===== src/psf_pkg.sv =====
// constants, register map and state codes for the power sequencing block
// assumes a command port driven by a bus target decoder on the same clock
package psf_pkg;
    // command codes used as register addresses
    localparam logic [7:0] PSF_CMD_CLEAR      = 8'h03;
    localparam logic [7:0] PSF_CMD_PG_ASSERT  = 8'h5e;
    localparam logic [7:0] PSF_CMD_PG_RELEASE = 8'h5f;
    localparam logic [7:0] PSF_CMD_TON_WAIT   = 8'h60;
    localparam logic [7:0] PSF_CMD_RISE_REACT = 8'h63;
    localparam logic [7:0] PSF_CMD_TOFF_WAIT  = 8'h64;
    localparam logic [7:0] PSF_CMD_STATUS     = 8'h78;
    localparam logic [7:0] PSF_CMD_FAULT_UNIT = 8'hd2;
    // values after reset
    localparam logic [15:0] PSF_RST_PG_ASSERT  = 16'h0000;
    localparam logic [15:0] PSF_RST_PG_RELEASE = 16'h0000;
    localparam logic [15:0] PSF_RST_TON_WAIT   = 16'h0000;
    localparam logic [15:0] PSF_RST_TOFF_WAIT  = 16'h0000;
    localparam logic [7:0]  PSF_RST_RISE_REACT = 8'h00;
    localparam logic [7:0]  PSF_RST_FAULT_UNIT = 8'h01;
    // reaction field positions
    localparam int PSF_RESP_HI  = 7;
    localparam int PSF_RESP_LO  = 6;
    localparam int PSF_RETRY_HI = 5;
    localparam int PSF_RETRY_LO = 3;
    localparam int PSF_DLY_HI   = 2;
    localparam int PSF_DLY_LO   = 0;
    localparam logic [1:0] PSF_RESP_IGNORE  = 2'h0;
    localparam logic [1:0] PSF_RESP_RUN     = 2'h1;
    localparam logic [1:0] PSF_RESP_DISABLE = 2'h2;
    localparam logic [1:0] PSF_RESP_RESUME  = 2'h3;
    localparam logic [2:0] PSF_RETRY_NONE    = 3'h0;
    localparam logic [2:0] PSF_RETRY_FOREVER = 3'h7;
    // summary status bit positions
    localparam int PSF_ST_BUSY = 7;
    localparam int PSF_ST_OFF  = 6;
    localparam int PSF_ST_OV   = 5;
    localparam int PSF_ST_OC   = 4;
    localparam int PSF_ST_UV   = 3;
    localparam int PSF_ST_TEMP = 2;
    localparam int PSF_ST_COMM = 1;
    localparam int PSF_ST_NOTA = 0;
    // timing: one millisecond at the 25 MHz system clock
    localparam int  PSF_CLK_HZ     = 25_000_000;
    localparam int  PSF_MS_PER_S   = 1000;
    localparam int  PSF_CYC_PER_MS = PSF_CLK_HZ / PSF_MS_PER_S;
    localparam int  PSF_TON_MAX_MS = 50;
    typedef enum logic [2:0] {
        PSF_OFF, PSF_ON_WAIT, PSF_RAMP, PSF_ON, PSF_OFF_WAIT,
        PSF_RUN_HOLD, PSF_RETRY_WAIT, PSF_LATCHED
    } psf_state_t;
endpackage


===== src/psf_seq.sv =====
// power sequencing, turn-on timeout reaction and summary status
// assumes pins enable/fault are asynchronous; vout code and commands share clk_in
//
// Contract
// - hold power-good assert threshold, unsigned exp -11
// - hold power-good release threshold, same coding
// - wait turn-on delay from enable to rise
// - wait turn-off delay from disable to fall
// - reaction 00: keep operating through the fault
// - reaction 01: run for delay, then retry action
// - reaction 10: disable at once, then retry action
// - reaction 11: disabled while faulted, resume automatically
// - retries 000: stay disabled until cleared
// - delay field counts two to its power units
// - time unit comes from register 0xD2
// - status bit 7 shows busy
// - status bit 6 shows output not powered
// - status bit 5 shows output overvoltage
// - status bit 4 shows output overcurrent
// - status bit 3 shows input undervoltage
// - status bit 2 shows temperature fault or warning
// - status bit 1 shows communication/memory/logic fault
// - status bit 0 shows any other fault
`timescale 1ns/1ps
module psf_seq
    import psf_pkg::*;
#(
    parameter int CYC_PER_MS = PSF_CYC_PER_MS,
    parameter int TON_MAX_MS = PSF_TON_MAX_MS
) (
    input  wire logic        clk_in,
    input  wire logic        rst_in,
    input  wire logic        enable_in,
    input  wire logic [15:0] vout_code_in,
    input  wire logic        fault_ov_in,
    input  wire logic        fault_oc_in,
    input  wire logic        fault_uv_in,
    input  wire logic        fault_temp_in,
    input  wire logic        fault_comm_in,
    input  wire logic        fault_other_in,
    input  wire logic        cmd_valid_in,
    input  wire logic        cmd_write_in,
    input  wire logic [7:0]  cmd_code_in,
    input  wire logic [15:0] cmd_wdata_in,
    output logic [15:0]      cmd_rdata_out,
    output logic             cmd_done_out,
    output logic             cmd_unsupported_out,
    output logic             power_on_out,
    output logic             output_good_signal_out
);
    // linear format to whole milliseconds; negatives give zero, overflow saturates
    function automatic logic [23:0] lin_to_ms(input logic [15:0] lin);
        logic signed [4:0]  ex;
        logic        [10:0] mant;
        logic        [39:0] wide;
        ex   = lin[15:11];
        mant = lin[10:0];
        wide = 40'h0;
        if (!mant[10]) begin
            if (ex >= 0)
                wide = {29'h0, mant} << ex;
            else
                wide = {29'h0, mant} >> (-ex);
        end
        if (wide[39:24] != 16'h0)
            lin_to_ms = 24'hff_ffff;
        else
            lin_to_ms = wide[23:0];
    endfunction

    // two-flop synchronisers for the pin inputs
    logic [7:0] sync1_r;
    logic [7:0] sync2_r;
    always_ff @(posedge clk_in) begin
        if (rst_in) begin
            sync1_r <= 8'h00;
            sync2_r <= 8'h00;
        end else begin
            sync1_r <= {1'b0, fault_other_in, fault_comm_in, fault_temp_in,
                        fault_uv_in, fault_oc_in, fault_ov_in, enable_in};
            sync2_r <= sync1_r;
        end
    end
    logic en_s;
    assign en_s = sync2_r[0];

    // command registers
    logic [15:0] pg_assert_r;
    logic [15:0] pg_assert_nxt;
    logic [15:0] pg_release_r;
    logic [15:0] pg_release_nxt;
    logic [15:0] ton_wait_r;
    logic [15:0] ton_wait_nxt;
    logic [15:0] toff_wait_r;
    logic [15:0] toff_wait_nxt;
    logic [7:0]  react_r;
    logic [7:0]  react_nxt;
    logic [7:0]  unit_r;
    logic [7:0]  unit_nxt;
    logic [15:0] rdata_r;
    logic [15:0] rdata_nxt;
    logic        done_r;
    logic        done_nxt;
    logic        unsup_r;
    logic        unsup_nxt;
    logic        clear_cmd;
    logic [7:0]  status;

    always_comb begin
        pg_assert_nxt  = pg_assert_r;
        pg_release_nxt = pg_release_r;
        ton_wait_nxt   = ton_wait_r;
        toff_wait_nxt  = toff_wait_r;
        react_nxt      = react_r;
        unit_nxt       = unit_r;
        rdata_nxt      = rdata_r;
        done_nxt       = cmd_valid_in;
        unsup_nxt      = 1'b0;
        clear_cmd      = 1'b0;
        if (cmd_valid_in) begin
            unique case (cmd_code_in)
                PSF_CMD_PG_ASSERT: begin
                    if (cmd_write_in) pg_assert_nxt = cmd_wdata_in;
                    rdata_nxt = pg_assert_r;
                end
                PSF_CMD_PG_RELEASE: begin
                    if (cmd_write_in) pg_release_nxt = cmd_wdata_in;
                    rdata_nxt = pg_release_r;
                end
                PSF_CMD_TON_WAIT: begin
                    if (cmd_write_in) ton_wait_nxt = cmd_wdata_in;
                    rdata_nxt = ton_wait_r;
                end
                PSF_CMD_TOFF_WAIT: begin
                    if (cmd_write_in) toff_wait_nxt = cmd_wdata_in;
                    rdata_nxt = toff_wait_r;
                end
                PSF_CMD_RISE_REACT: begin
                    if (cmd_write_in) react_nxt = cmd_wdata_in[7:0];
                    rdata_nxt = {8'h00, react_r};
                end
                PSF_CMD_FAULT_UNIT: begin
                    if (cmd_write_in) unit_nxt = cmd_wdata_in[7:0];
                    rdata_nxt = {8'h00, unit_r};
                end
                PSF_CMD_STATUS: begin
                    unsup_nxt = cmd_write_in;
                    rdata_nxt = {8'h00, status};
                end
                PSF_CMD_CLEAR: begin
                    clear_cmd = cmd_write_in;
                    unsup_nxt = !cmd_write_in;
                    rdata_nxt = 16'h0000;
                end
                default: begin
                    unsup_nxt = 1'b1;
                    rdata_nxt = 16'h0000;
                end
            endcase
        end
    end

    always_ff @(posedge clk_in) begin
        if (rst_in) begin
            pg_assert_r  <= PSF_RST_PG_ASSERT;
            pg_release_r <= PSF_RST_PG_RELEASE;
            ton_wait_r   <= PSF_RST_TON_WAIT;
            toff_wait_r  <= PSF_RST_TOFF_WAIT;
            react_r      <= PSF_RST_RISE_REACT;
            unit_r       <= PSF_RST_FAULT_UNIT;
            rdata_r      <= 16'h0000;
            done_r       <= 1'b0;
            unsup_r      <= 1'b0;
        end else begin
            pg_assert_r  <= pg_assert_nxt;
            pg_release_r <= pg_release_nxt;
            ton_wait_r   <= ton_wait_nxt;
            toff_wait_r  <= toff_wait_nxt;
            react_r      <= react_nxt;
            unit_r       <= unit_nxt;
            rdata_r      <= rdata_nxt;
            done_r       <= done_nxt;
            unsup_r      <= unsup_nxt;
        end
    end
    assign cmd_rdata_out       = rdata_r;
    assign cmd_done_out        = done_r;
    assign cmd_unsupported_out = unsup_r;

    // sequencer
    psf_state_t  state_r;
    psf_state_t  state_nxt;
    logic [23:0] cnt_r;
    logic [23:0] cnt_nxt;
    logic [31:0] prs_r;
    logic [31:0] prs_nxt;
    logic [2:0]  tries_r;
    logic [2:0]  tries_nxt;
    logic        pwr_r;
    logic        pwr_nxt;
    logic        pg_r;
    logic        pg_nxt;
    logic        ms_tick;
    logic        reached;
    logic        ton_timeout;
    logic [1:0]  resp;
    logic [2:0]  retries;
    logic [23:0] units;

    assign ms_tick = (prs_r == 32'(CYC_PER_MS - 1));
    assign reached = (vout_code_in >= pg_assert_r);
    assign resp    = react_r[PSF_RESP_HI:PSF_RESP_LO];
    assign retries = react_r[PSF_RETRY_HI:PSF_RETRY_LO];
    // a unit of zero would make the hold vanish; treat it as one millisecond
    assign units   = (24'h1 << react_r[PSF_DLY_HI:PSF_DLY_LO])
                   * ((unit_r == 8'h00) ? 24'h1 : {16'h0, unit_r});
    assign ton_timeout = (state_r == PSF_RAMP) && en_s && !reached
                       && (cnt_r == 24'h0);

    always_comb begin
        state_nxt = state_r;
        cnt_nxt   = (ms_tick && cnt_r != 24'h0) ? cnt_r - 24'h1 : cnt_r;
        tries_nxt = tries_r;
        unique case (state_r)
            PSF_OFF: begin
                if (en_s) begin
                    state_nxt = PSF_ON_WAIT;
                    cnt_nxt   = lin_to_ms(ton_wait_r);
                    tries_nxt = retries;
                end
            end
            PSF_ON_WAIT: begin
                if (!en_s) begin
                    state_nxt = PSF_OFF;
                end else if (cnt_r == 24'h0) begin
                    state_nxt = PSF_RAMP;
                    cnt_nxt   = 24'(TON_MAX_MS);
                end
            end
            PSF_RAMP, PSF_RUN_HOLD: begin
                if (!en_s) begin
                    state_nxt = PSF_OFF_WAIT;
                    cnt_nxt   = lin_to_ms(toff_wait_r);
                end else if (reached) begin
                    state_nxt = PSF_ON;
                end else if (cnt_r == 24'h0) begin
                    if (state_r == PSF_RAMP && resp == PSF_RESP_IGNORE) begin
                        state_nxt = PSF_ON;
                    end else if (state_r == PSF_RAMP && resp == PSF_RESP_RUN) begin
                        state_nxt = PSF_RUN_HOLD;
                        cnt_nxt   = units;
                    end else if (state_r == PSF_RAMP && resp == PSF_RESP_RESUME) begin
                        state_nxt = PSF_RETRY_WAIT;
                        cnt_nxt   = 24'h0;
                    end else if (tries_r == PSF_RETRY_NONE) begin
                        state_nxt = PSF_LATCHED;
                    end else begin
                        state_nxt = PSF_RETRY_WAIT;
                        cnt_nxt   = units;
                        if (tries_r != PSF_RETRY_FOREVER)
                            tries_nxt = tries_r - 3'h1;
                    end
                end
            end
            PSF_RETRY_WAIT: begin
                if (!en_s) begin
                    state_nxt = PSF_OFF;
                end else if (cnt_r == 24'h0) begin
                    state_nxt = PSF_RAMP;
                    cnt_nxt   = 24'(TON_MAX_MS);
                end
            end
            PSF_ON: begin
                if (!en_s) begin
                    state_nxt = PSF_OFF_WAIT;
                    cnt_nxt   = lin_to_ms(toff_wait_r);
                end
            end
            PSF_OFF_WAIT: begin
                if (en_s)
                    state_nxt = PSF_ON;
                else if (cnt_r == 24'h0)
                    state_nxt = PSF_OFF;
            end
            PSF_LATCHED: begin
                if (!en_s || clear_cmd)
                    state_nxt = PSF_OFF;
            end
        endcase
        // the millisecond grid restarts on every state change so a hold is never short
        prs_nxt = (state_nxt != state_r || ms_tick) ? 32'h0 : prs_r + 32'h1;
        pwr_nxt = (state_nxt == PSF_RAMP) || (state_nxt == PSF_ON)
               || (state_nxt == PSF_OFF_WAIT) || (state_nxt == PSF_RUN_HOLD);
        if (!pwr_r)
            pg_nxt = 1'b0;
        else if (pg_r)
            pg_nxt = (vout_code_in >= pg_release_r);
        else
            pg_nxt = reached;
    end

    always_ff @(posedge clk_in) begin
        if (rst_in) begin
            state_r <= PSF_OFF;
            cnt_r   <= 24'h0;
            prs_r   <= 32'h0;
            tries_r <= 3'h0;
            pwr_r   <= 1'b0;
            pg_r    <= 1'b0;
        end else begin
            state_r <= state_nxt;
            cnt_r   <= cnt_nxt;
            prs_r   <= prs_nxt;
            tries_r <= tries_nxt;
            pwr_r   <= pwr_nxt;
            pg_r    <= pg_nxt;
        end
    end
    assign power_on_out           = pwr_r;
    assign output_good_signal_out = pg_r;

    // sticky fault classes; an event in the clearing cycle survives
    logic [5:0] stick_r;
    logic [5:0] stick_nxt;
    logic [5:0] events;
    assign events = {ton_timeout | sync2_r[6], sync2_r[5:1]};
    always_comb begin
        stick_nxt = (clear_cmd ? 6'h00 : stick_r) | events;
    end
    always_ff @(posedge clk_in) begin
        if (rst_in)
            stick_r <= 6'h00;
        else
            stick_r <= stick_nxt;
    end
    always_comb begin
        status              = 8'h00;
        status[PSF_ST_BUSY] = (state_r == PSF_ON_WAIT) || (state_r == PSF_RAMP)
                           || (state_r == PSF_OFF_WAIT) || (state_r == PSF_RETRY_WAIT)
                           || (state_r == PSF_RUN_HOLD);
        status[PSF_ST_OFF]  = !pwr_r;
        status[PSF_ST_OV]   = stick_r[0];
        status[PSF_ST_OC]   = stick_r[1];
        status[PSF_ST_UV]   = stick_r[2];
        status[PSF_ST_TEMP] = stick_r[3];
        status[PSF_ST_COMM] = stick_r[4];
        status[PSF_ST_NOTA] = stick_r[5];
    end

    property p_pg_up;
        @(posedge clk_in) disable iff (rst_in)
        (pwr_r && !pg_r && vout_code_in >= pg_assert_r) |=> pg_r;
    endproperty
    a_pg_up: assert property (p_pg_up) else $error("power good missed assert level");
    property p_pg_down;
        @(posedge clk_in) disable iff (rst_in)
        (pg_r && vout_code_in < pg_release_r) |=> !pg_r;
    endproperty
    a_pg_down: assert property (p_pg_down) else $error("power good held below release");
    property p_on_wait;
        @(posedge clk_in) disable iff (rst_in)
        (state_r == PSF_OFF && en_s) |=> (state_r == PSF_ON_WAIT && !pwr_r);
    endproperty
    a_on_wait: assert property (p_on_wait) else $error("enable did not start turn-on wait");
    property p_off_wait;
        @(posedge clk_in) disable iff (rst_in)
        (state_r == PSF_ON && !en_s) |=> (state_r == PSF_OFF_WAIT && pwr_r);
    endproperty
    a_off_wait: assert property (p_off_wait) else $error("disable dropped output early");
    property p_ignore;
        @(posedge clk_in) disable iff (rst_in)
        (ton_timeout && resp == PSF_RESP_IGNORE) |=> (state_r == PSF_ON && pwr_r);
    endproperty
    a_ignore: assert property (p_ignore) else $error("ignored fault interrupted output");
    property p_run;
        @(posedge clk_in) disable iff (rst_in)
        (ton_timeout && resp == PSF_RESP_RUN) |=> (state_r == PSF_RUN_HOLD && pwr_r);
    endproperty
    a_run: assert property (p_run) else $error("run reaction did not keep output on");
    property p_disable;
        @(posedge clk_in) disable iff (rst_in)
        (ton_timeout && resp == PSF_RESP_DISABLE) |=> !pwr_r;
    endproperty
    a_disable: assert property (p_disable) else $error("disable reaction left output on");
    property p_latched;
        @(posedge clk_in) disable iff (rst_in)
        (state_r == PSF_LATCHED && en_s && !clear_cmd) |=> (state_r == PSF_LATCHED && !pwr_r);
    endproperty
    a_latched: assert property (p_latched) else $error("latched fault restarted output");
    property p_sticky;
        @(posedge clk_in) disable iff (rst_in)
        (sync2_r[1] && clear_cmd) |=> status[PSF_ST_OV];
    endproperty
    a_sticky: assert property (p_sticky) else $error("overvoltage lost against clear");
endmodule


===== config.mk =====
export PLATFORM = sky130hd
export DESIGN_NAME = psf_seq
export DESIGN_NICKNAME = d
export VERILOG_FILES = /design/src/psf_pkg.sv /design/src/psf_seq.sv
export SDC_FILE = /design/constraint.sdc
export NUM_CORES = 1
export LEC_CHECK = 0
export BUFFER_PORTS_ARGS = -buffer_cell sky130_fd_sc_hd__buf_2
export CORE_UTILIZATION = 63
export CTS_CLUSTER_SIZE = 10
export DETAILED_ROUTE_END_ITERATION = 7
export GPL_TIMING_DRIVEN = 1
export PLACE_DENSITY = 0.8
export SYNTH_ARGS = -nofsm -noshare
export SYNTH_HDL_FRONTEND = slang
export SYNTH_SLANG_ARGS = --single-unit

===== constraint.sdc =====
create_clock -name clk_in -period 6.9 [get_ports clk_in]
set_clock_uncertainty 0.2 [all_clocks]
set_input_delay 1.38 -clock clk_in [delete_from_list [all_inputs] [get_ports clk_in]]
set_output_delay 1.38 -clock clk_in [all_outputs]
set_load 0.02 [all_outputs]

# Word level (Yosys, flattened, before mapping)
# Index checks and enable logic that the tools add are counted.
# op_classes
n_addsub	5
multipliers	1
magnitude_cmp	4
eq_ne	33
shifts	5
muxes	57
n_bitwise	4
n_reduce_logical	43
# ops
op	count
$mux W24	15
$mux W40	9
$pmux W16 S7	1
$pmux W24 S4	1
$shl A11 B5 Y40	2
$shr A11 B5 Y40	2
$mux W3	20
$eq A8 B7 Y1 const B	6
$reduce_bool A16 Y1	3
$add A32 B1 Y32 const B	1
$eq A32 B15 Y1 const B	1
$ge A16 B16 Y1	2
$logic_not A24 Y1	1
$mul A24 B8 Y24	1
$reduce_bool A24 Y1	1
$shl A1 B3 Y24 const A	1
$sub A24 B1 Y24 const B	1
$eq A3 B3 Y1 const B	6
$ne A2 B2 Y1 const B	9
$pmux W3 S6	1
$reduce_and A3 Y1	6
$eq A3 B2 Y1 const B	4
$ge A5 B1 Y1 const B	2
$neg A5 Y5	2
other kinds (27)	54
# totals
reg_bits	182
input_bits	51
out_inout_bits	20
wordCells	170

# Longest topological paths before layout
# Gate-level depths: netlist of the first run.
# depth
ltp_word	13
depth_mapped	21
ltp_nobuf	20

# Least setup slack after synthesis of the first run
# OpenSTA, ideal clock, no wires.
# synth_timing
path_kind	register to register
start	register react_r[1]
end	register cnt_r[17]
setup_ns	0.133
arrival_time_ns	5.158
required_ns	6.567
setup_slack_ns	1.409
stages_incl_launch_ff	20
n_path_buf	1
synth_period_minus_slack_ns	5.491
path_cell_list	dfxtp_1 -> clkbuf_1 -> nor3b_1 -> and2_1 -> fa_1 -> fa_1 -> fa_1 -> inv_1 -> fa_1 -> inv_1 -> ha_1 -> or2_2 -> a21o_1 -> and3_1 -> o31a_1 -> o21ai_0 -> nand2b_1 -> a21o_1 -> a32oi_1 -> a31oi_1
# synth_via
elab_chain_len	10
# synth_rtl
item	line_no	text
from (decl)	psf_seq.sv:96	logic [7:0] react_r;
from (signal assigned)	psf_seq.sv:179	react_r <= react_nxt;
$shl A1 B3 Y24 (*)	psf_seq.sv:215	assign units = (24'h1 << react_r[PSF_DLY_HI:PSF_DLY_LO])
$mul A24 B8 Y24 (*)	psf_seq.sv:216	* ((unit_r == 8'h00) ? 24'h1 : {16'h0, unit_r});
$mux W24	psf_seq.sv:255	end else if (tries_r == PSF_RETRY_NONE) begin
$mux W24	psf_seq.sv:252	end else if (state_r == PSF_RAMP && resp == PSF_RESP_RESUME) begin
$mux W24 (*)	psf_seq.sv:249	end else if (state_r == PSF_RAMP && resp == PSF_RESP_RUN) begin
$mux W24 (*)	psf_seq.sv:247	if (state_r == PSF_RAMP && resp == PSF_RESP_IGNORE) begin
$mux W24 (*)	psf_seq.sv:246	end else if (cnt_r == 24'h0) begin
$mux W24 (*)	psf_seq.sv:244	end else if (reached) begin
$mux W24 (*)	psf_seq.sv:241	if (!en_s) begin
$pmux W24 S4 (*)	psf_seq.sv:224	unique case (state_r)
to (signal assigned)	psf_seq.sv:312	cnt_r <= cnt_nxt;
to (decl)	psf_seq.sv:193	logic [23:0] cnt_r;
# Mark *: on every way between the ends. The rest lies on a longest branch, timed or not.
# A chain may end at the register's enable or synchronous reset.

# Worst setup path after layout of the first run
# Same ends and word-level chain as after synthesis.

==> impl_metrics.tcl, run 1 <==
set metrics [dict create \
    synth_cell_types 84 \
    portBuffers 70 \
    syn_inst 1924 \
    wl_mm 44.3 \
    syn_nets 2092 \
    diodes 0 \
    holdBufCountCts 0 \
    fin_tns_setup_ns 0 \
    total_power_mw 2.27 \
    cp.required_ns 6.98 \
    ys_ff_latch 182 \
    maxSlewViolCount 0 \
    drt_iter0_markers 1796 \
    nets 2058 \
    synth_area_leader_cell "dfxtp_1" \
    synth.avg_cell_area_um2 7.76 \
    finalCriticalPeriod_ns 6.11 \
    start_util_pct 65.1 \
    grt_overflow 0 \
    setup_viol 0 \
    dr.pass1.iters 6 \
    multiInputGateArea_mm2 0.0103 \
    ff_latch_area_mm2 0.00364 \
    die_area_mm2 0.0243 \
    cp_common_cell "fa_1" \
    root_buffer "clkbuf_16" \
    top_layer "met4" \
    crit_type "flip-flop to flip-flop" \
    p_per_area_mw_per_mm2 143 \
    post-route-period-util_pct 88.5 \
    grt_pass1_vias 13500 \
    setup.worst_path.end_class "flip-flop" \
    yosys.area.top_type_share_pct 24.4 \
    route.met2.wl_mm 20.0 \
    synthFlopType "dfxtp_1" \
    cts-resized-gates 0 \
    rsz0062_at_grt "no" \
    yosysWarnings 0 \
    ant_nets 0 \
    synth.area.top_cells "dfxtp_1, ha_1, nand2_1" \
    p_sw_mw 0.644 \
    ir_drop_uv 149 \
    slew_headroom_pct 5.79 \
    p_leak_nw 6.09 \
    cts_setup_buffers 0 \
    grt_pass1_wl_mm 71.1 \
    maxClockFrequency_mhz 164 \
    die_h_um 156 \
    cp.arrival_ns 6.19 \
    cts.sinks 182 \
    routed_via_density 6.52 \
    path_cells "nor3b_1, and2_1, fa_1, fa_1, fa_1, inv_1, fa_1, inv_1, ha_1, or2_2, a21o_1, and3_1, o31a_1, o21ai_0, nand2b_1, a21o_1, a32oi_1, a31oi_1" \
    pin_count 71 \
    grt_max_degree 88 \
    wl_met3_mm 4.05 \
    area_growth_pct 6.34 \
    grt_use_total_pct 37.0 \
    status "completed" \
    hold_violations 0 \
    globalplace.congestion 1.03 \
    async_reset_ff_share_pct 0 \
    crit_fanout 10 \
    cts.clk_slew.worst_paths_ns 0.09 \
    cts_tree "yes" \
    numCtsBuffers 17 \
    antenna_found_initial 0 \
    p_comb_share_pct 6.1 \
    synthTopCellsByCount "nand2_1, dfxtp_1, a21oi_1" \
    p_int_mw 1.62 \
    synth_edf_count 0 \
    p_seq_share_pct 47.3 \
    coreArea_mm2 0.0229 \
    die_w_um 156 \
    start_kind "flip-flop" \
    clock_latency_ns 0.45 \
    clk_path_buf_depth 2 \
    sw_frac_of_total_pct 28.4 \
    wl_per_cell_um 20.0 \
    drive_gt1_share_pct 9.25 \
    hpwl_mm 32.6 \
    synth_most_common_cell "nand2_1" \
    fill_cells 1923 \
    drc 0 \
    pwr-share-clk_pct 46.5 \
    cpPeakStageDelay_ns 0.76 \
    wl_met1_mm 18.3 \
    critical_path_buf_inv_count 2 \
    num_vias 14500 \
    cp_slowest_cell "nor3b_1" \
    ctsHtreeMaxLevel 4 \
    cap_violations 0 \
    critical_path.top_delay_family "adder cells" \
    synth_area_mm2 0.0149 \
    hold_path.class "flip-flop to flip-flop" \
    seq_area_frac_synth_pct 24.4 \
    tightest_slew_ns 1.40 \
    row_count 55 \
]
[metal layers]
layer | global-route usage, % | up-vias
met1 | 50.0 | 6725
met5 | 0 | -
met3 | 4.81 | 142
met2 | 58.9 | 818
met4 | 17.1 | 0
li1 | - | 6769
[sequential cells by signal (all words and copies together) (netlist names), 7 cells and up]
name,cells
prs_r,32
cnt_r,24
cmd_rdata_out,16
pg_assert_r,16
pg_release_r,16
toff_wait_r,16
ton_wait_r,16
react_r,8
unit_r,8
sync1_r,7
sync2_r,7
[through the flow]
step                util [%]  setup slack [ns]  hold slack [ns]  area [um^2]  std cells
finish                  69.3             0.792            0.239        15900       2216
global route            69.3             0.525            0.257        15900       2216
CTS                     69.3             0.863            0.241        15900       2216
detailed placement      66.5             0.886            0.224        15200       2184
global placement        66.5              1.07            0.218        15200       2184
floorplan                  -              1.41            0.213        14900       1924
[final timing paths]
path	endpoint	startpoint	slack [ns]	cells past startpoint
worst max register to register	cnt_r[17]$_SDFF_PP0_	react_r[1]$_SDFFE_PP0P_	0.79	18
worst min-delay path	sync2_r[2]$_SDFF_PP0_	sync1_r[2]$_SDFF_PP0_	0.24	1
worst max-delay path	cnt_r[17]$_SDFF_PP0_	react_r[1]$_SDFFE_PP0P_	0.79	18
worst min register to register	sync2_r[2]$_SDFF_PP0_	sync1_r[2]$_SDFF_PP0_	0.24	1
[cell families after synthesis]
kind of cell / after synthesis / synth area share (%)
AND/OR/NAND/NOR: 758 / 24.9
AO/OA/AOI/OAI: 449 / 19.7
buffers and inverters: 246 / 6.46
flip-flops: 182 / 24.4
adder cells (fa/ha/maj): 117 / 11.6
multiplexers: 101 / 8.67
XOR/XNOR: 71 / 4.17
[cell usage in the layout, fill, tap and decap left out, drive strengths merged, types with 7 or more instances in the layout]
cell and instances:
nand2 267, dfxtp 182, a21oi 156, nor2 145, inv 115, buf 84, ha 81, nand3 70
mux2i 63, o21ai 54, and2 49, nor2b 47, nor3 42, xnor2 38, fa 36, xor2 33
o22ai 29, a211oi 28, a221oi 28, a31oi 27, nand2b 25, a21o 21, mux4 21, a22oi 19
nor4 18, and3 17, mux2 17, clkbuf 17, nand4 14, o211ai 11, and4 9, nor3b 9
or3 9, clkinv 9, and3b 8, o21a 8, nand3b 7
[area by class of cell]
| class | count | share of cell area, % |
|---|---|---|
| multi-input cells | 1496 | 65.0 |
| clock inverters | 15 | 1.39 |
| inverters | 109 | 2.58 |
| clock buffers | 17 | 2.68 |
| repair buffers | 84 | 2.88 |
| flip-flops and latches | 182 | 23.0 |
| well taps | 313 | 2.47 |
[power by group through the flow]
stage | clock (mW) | combinational [mW] | sequential (mW)
3_5_place_dp | 0 | 0.135 | 1.10
4_1_cts | 1.06 | 0.136 | 1.07
3_3_place_gp | 0 | 0.133 | 1.10
2_1_floorplan | 0 | 0.0795 | 1.10
6_report | 1.05 | 0.139 | 1.07
5_1_grt | 1.10 | 0.151 | 1.07
Power figures use the tool's default switching activity.
==> inputs of run 2 (changes only) <==
- clock period: 6.9 -> 6.2 ns (I/O delays scaled with it)
==> run 2 against run 1 <==
Compared with the run above:
- the run now ends with design-rule violations left
- worst hold slack better by 0.0042 ns
- final cell count up 0.23%
- first-iteration DRC count down 13%
- maximum frequency up 4.5%
- non-clock buffer count up 5
- combinational power up 12%
- clock-buffer cell count unchanged
- clock power up 9.5%
- largest power group unchanged
==> impl_metrics.tcl, run 2 (synthesis gave the netlist of run 1 again) <==
set metrics [dict create \
    dr.pass1.iters 8 \
    critical_path.top_delay_family "adder cells" \
    clock_latency_ns 0.45 \
    start_util_pct 65.1 \
    cp.required_ns 6.36 \
    numCtsBuffers 17 \
    total_power_mw 2.50 \
    grt_use_total_pct 36.5 \
    setup_viol 0 \
    cp_slowest_cell "nor3_1" \
    ctsHtreeMaxLevel 4 \
    hold_violations 0 \
    nets 2063 \
    cts.sinks 182 \
    setup.worst_path.end_class "flip-flop" \
    clk_path_buf_depth 2 \
    layout_commonest_cell "nand2_1" \
    reg.largest.list "prs_r (32), cnt_r (24)" \
    coreArea_mm2 0.0229 \
    portBuffers 70 \
    finalCriticalPeriod_ns 5.85 \
    hpwl_mm 32.5 \
    cpPeakStageDelay_ns 0.61 \
    holdBufCountCts 0 \
    grt_overflow 0 \
    drt_iter0_markers 1555 \
    hold_path.class "flip-flop to flip-flop" \
    wl_mm 43.9 \
    root_buffer "clkbuf_16" \
    top_usage_layer "met2" \
    largest_register_ffs 32 \
    maxClockFrequency_mhz 171 \
    cp.arrival_ns 6.01 \
    die_area_mm2 0.0243 \
    endpoint "cnt_r[16]$_SDFF_PP0_" \
    r2r-start "react_r[0]$_SDFFE_PP0P_" \
    die_w_um 156 \
    tightest_slew_ns 1.34 \
    pin_count 71 \
    reg2reg_depth 19 \
    fin_tns_setup_ns 0 \
    path_cells "nor3_1, nand2_1, fa_1, fa_1, inv_1, fa_1, inv_1, fa_1, inv_1, ha_1, nor3_1, o21ai_0, o311a_1, a41o_1, o41ai_1, o21a_1, xnor2_1, nand2_1, a41oi_1" \
    die_h_um 156 \
    status "complete, but fails checks" \
    startpoint "react_r[0]$_SDFFE_PP0P_" \
    grtUsageMet2_pct 57.8 \
    drive_gt1_share_pct 9.54 \
    critical_path_buf_inv_count 3 \
    cap_violations 0 \
    antenna_found_initial 0 \
    cp_common_cell "fa_1" \
    grt_max_degree 79 \
    slew_headroom_pct 9.75 \
    start_kind "flip-flop" \
    grtUsageMet3_pct 5.14 \
    area_growth_pct 6.50 \
    crit_type "flip-flop to flip-flop" \
    wl_per_cell_um 19.7 \
    ir_drop_uv 174 \
    post-route-period-util_pct 94.3 \
    globalplace.congestion 1.05 \
    layout_common_cells "nand2_1, dfxtp_1, a21oi_1" \
    rsz0062_at_grt "no" \
    p_leak_nw 6.11 \
    crit_cells 19 \
    p_per_area_mw_per_mm2 157 \
    grt_pass1_vias 13400 \
    rrSetupSlack_ns 0.35 \
    routed_via_density 6.49 \
    cts.clk_slew.worst_paths_ns 0.09 \
    ant_nets 0 \
    top_register "prs_r" \
    grt_pass1_wl_mm 70.2 \
    row_count 55 \
    diodes 0 \
    violations "design-rule violations" \
    grt_util_met1_pct 49.6 \
    num_vias 14400 \
    crit_fanout 10 \
    drc 22 \
    min_from "sync1_r[4]$_SDFF_PP0_" \
    cts_tree "yes" \
    r2r-end "cnt_r[16]$_SDFF_PP0_" \
    maxSlewViolCount 0 \
]
## run 2: cell types whose count changed in the layout (fill, tap and decap cells not counted)
cell,change
buf_4,+5
clkinv_4,+2
clkinv_8,-3
inv_12,+1
inv_16,-1
inv_6,-2
inv_8,+3
nor3b_1,-1
nor3b_2,+1
## run 2: area by class of cell
class	count	area, um^2
inverters	109	409
clock inverters	15	201
repair buffers	89	495
well taps	313	392
multi-input cells	1496	10300
flip-flops and latches	182	3640
clock buffers	17	425
fillers	1928	7020
## run 2: stage by stage
step                      worst slack (ns)  util, %  hold slack [ns]  cells  area, um^2
final                                0.354     69.4            0.244   2221       15900
after global routing                0.0117     69.4            0.265   2221       15900
after CTS                            0.221     69.4            0.244   2221       15900
after detailed placement             0.269     66.6            0.225   2189       15300
after global placement               0.464     66.6            0.218   2189       15300
after floorplan                      0.709        -            0.213   1924       14900
## run 2: what timing repair did
action	4_1_cts	5_1_grt
resized for setup	0	1
setup endpoints to repair	0	3
setup buffers	0	0
## run 2: metal layers
metal,share of wire [%],vias up
li1,-,6776
met1,42,6752
met2,45,766
met3,8.6,123
met4,4.0,0
met5,0,-
## run 2: worst min-delay path by stage
stage | end | cells past startpoint
4_1_cts | sync2_r[0]$_SDFF_PP0_ | 1
5_1_grt | sync2_r[4]$_SDFF_PP0_ | 1
3_5_place_dp | sync2_r[0]$_SDFF_PP0_ | 1
6_report | sync2_r[4]$_SDFF_PP0_ | 1
2_1_floorplan | stick_r[0]$_SDFF_PP0_ | 2
3_3_place_gp | stick_r[2]$_SDFF_PP0_ | 2
## run 2: worst reg2reg max path, stage by stage (launching register included)
cell	delay, ns
dfxtp_1	0.40
nor3_1	0.61
nand2_1	0.18
fa_1	0.53
fa_1	0.55
inv_1	0.05
fa_1	0.52
inv_1	0.05
fa_1	0.52
inv_1	0.04
ha_1	0.24
nor3_1	0.21
o21ai_0	0.17
o311a_1	0.17
a41o_1	0.27
o41ai_1	0.44
o21a_1	0.23
xnor2_1	0.11
nand2_1	0.07
a41oi_1	0.20
## run 2: power by group
group / switching, mW / internal [mW]
Sequential: 0.0115 / 1.18
Combinational: 0.101 / 0.0539
Clock: 0.584 / 0.564
Total: 0.697 / 1.80
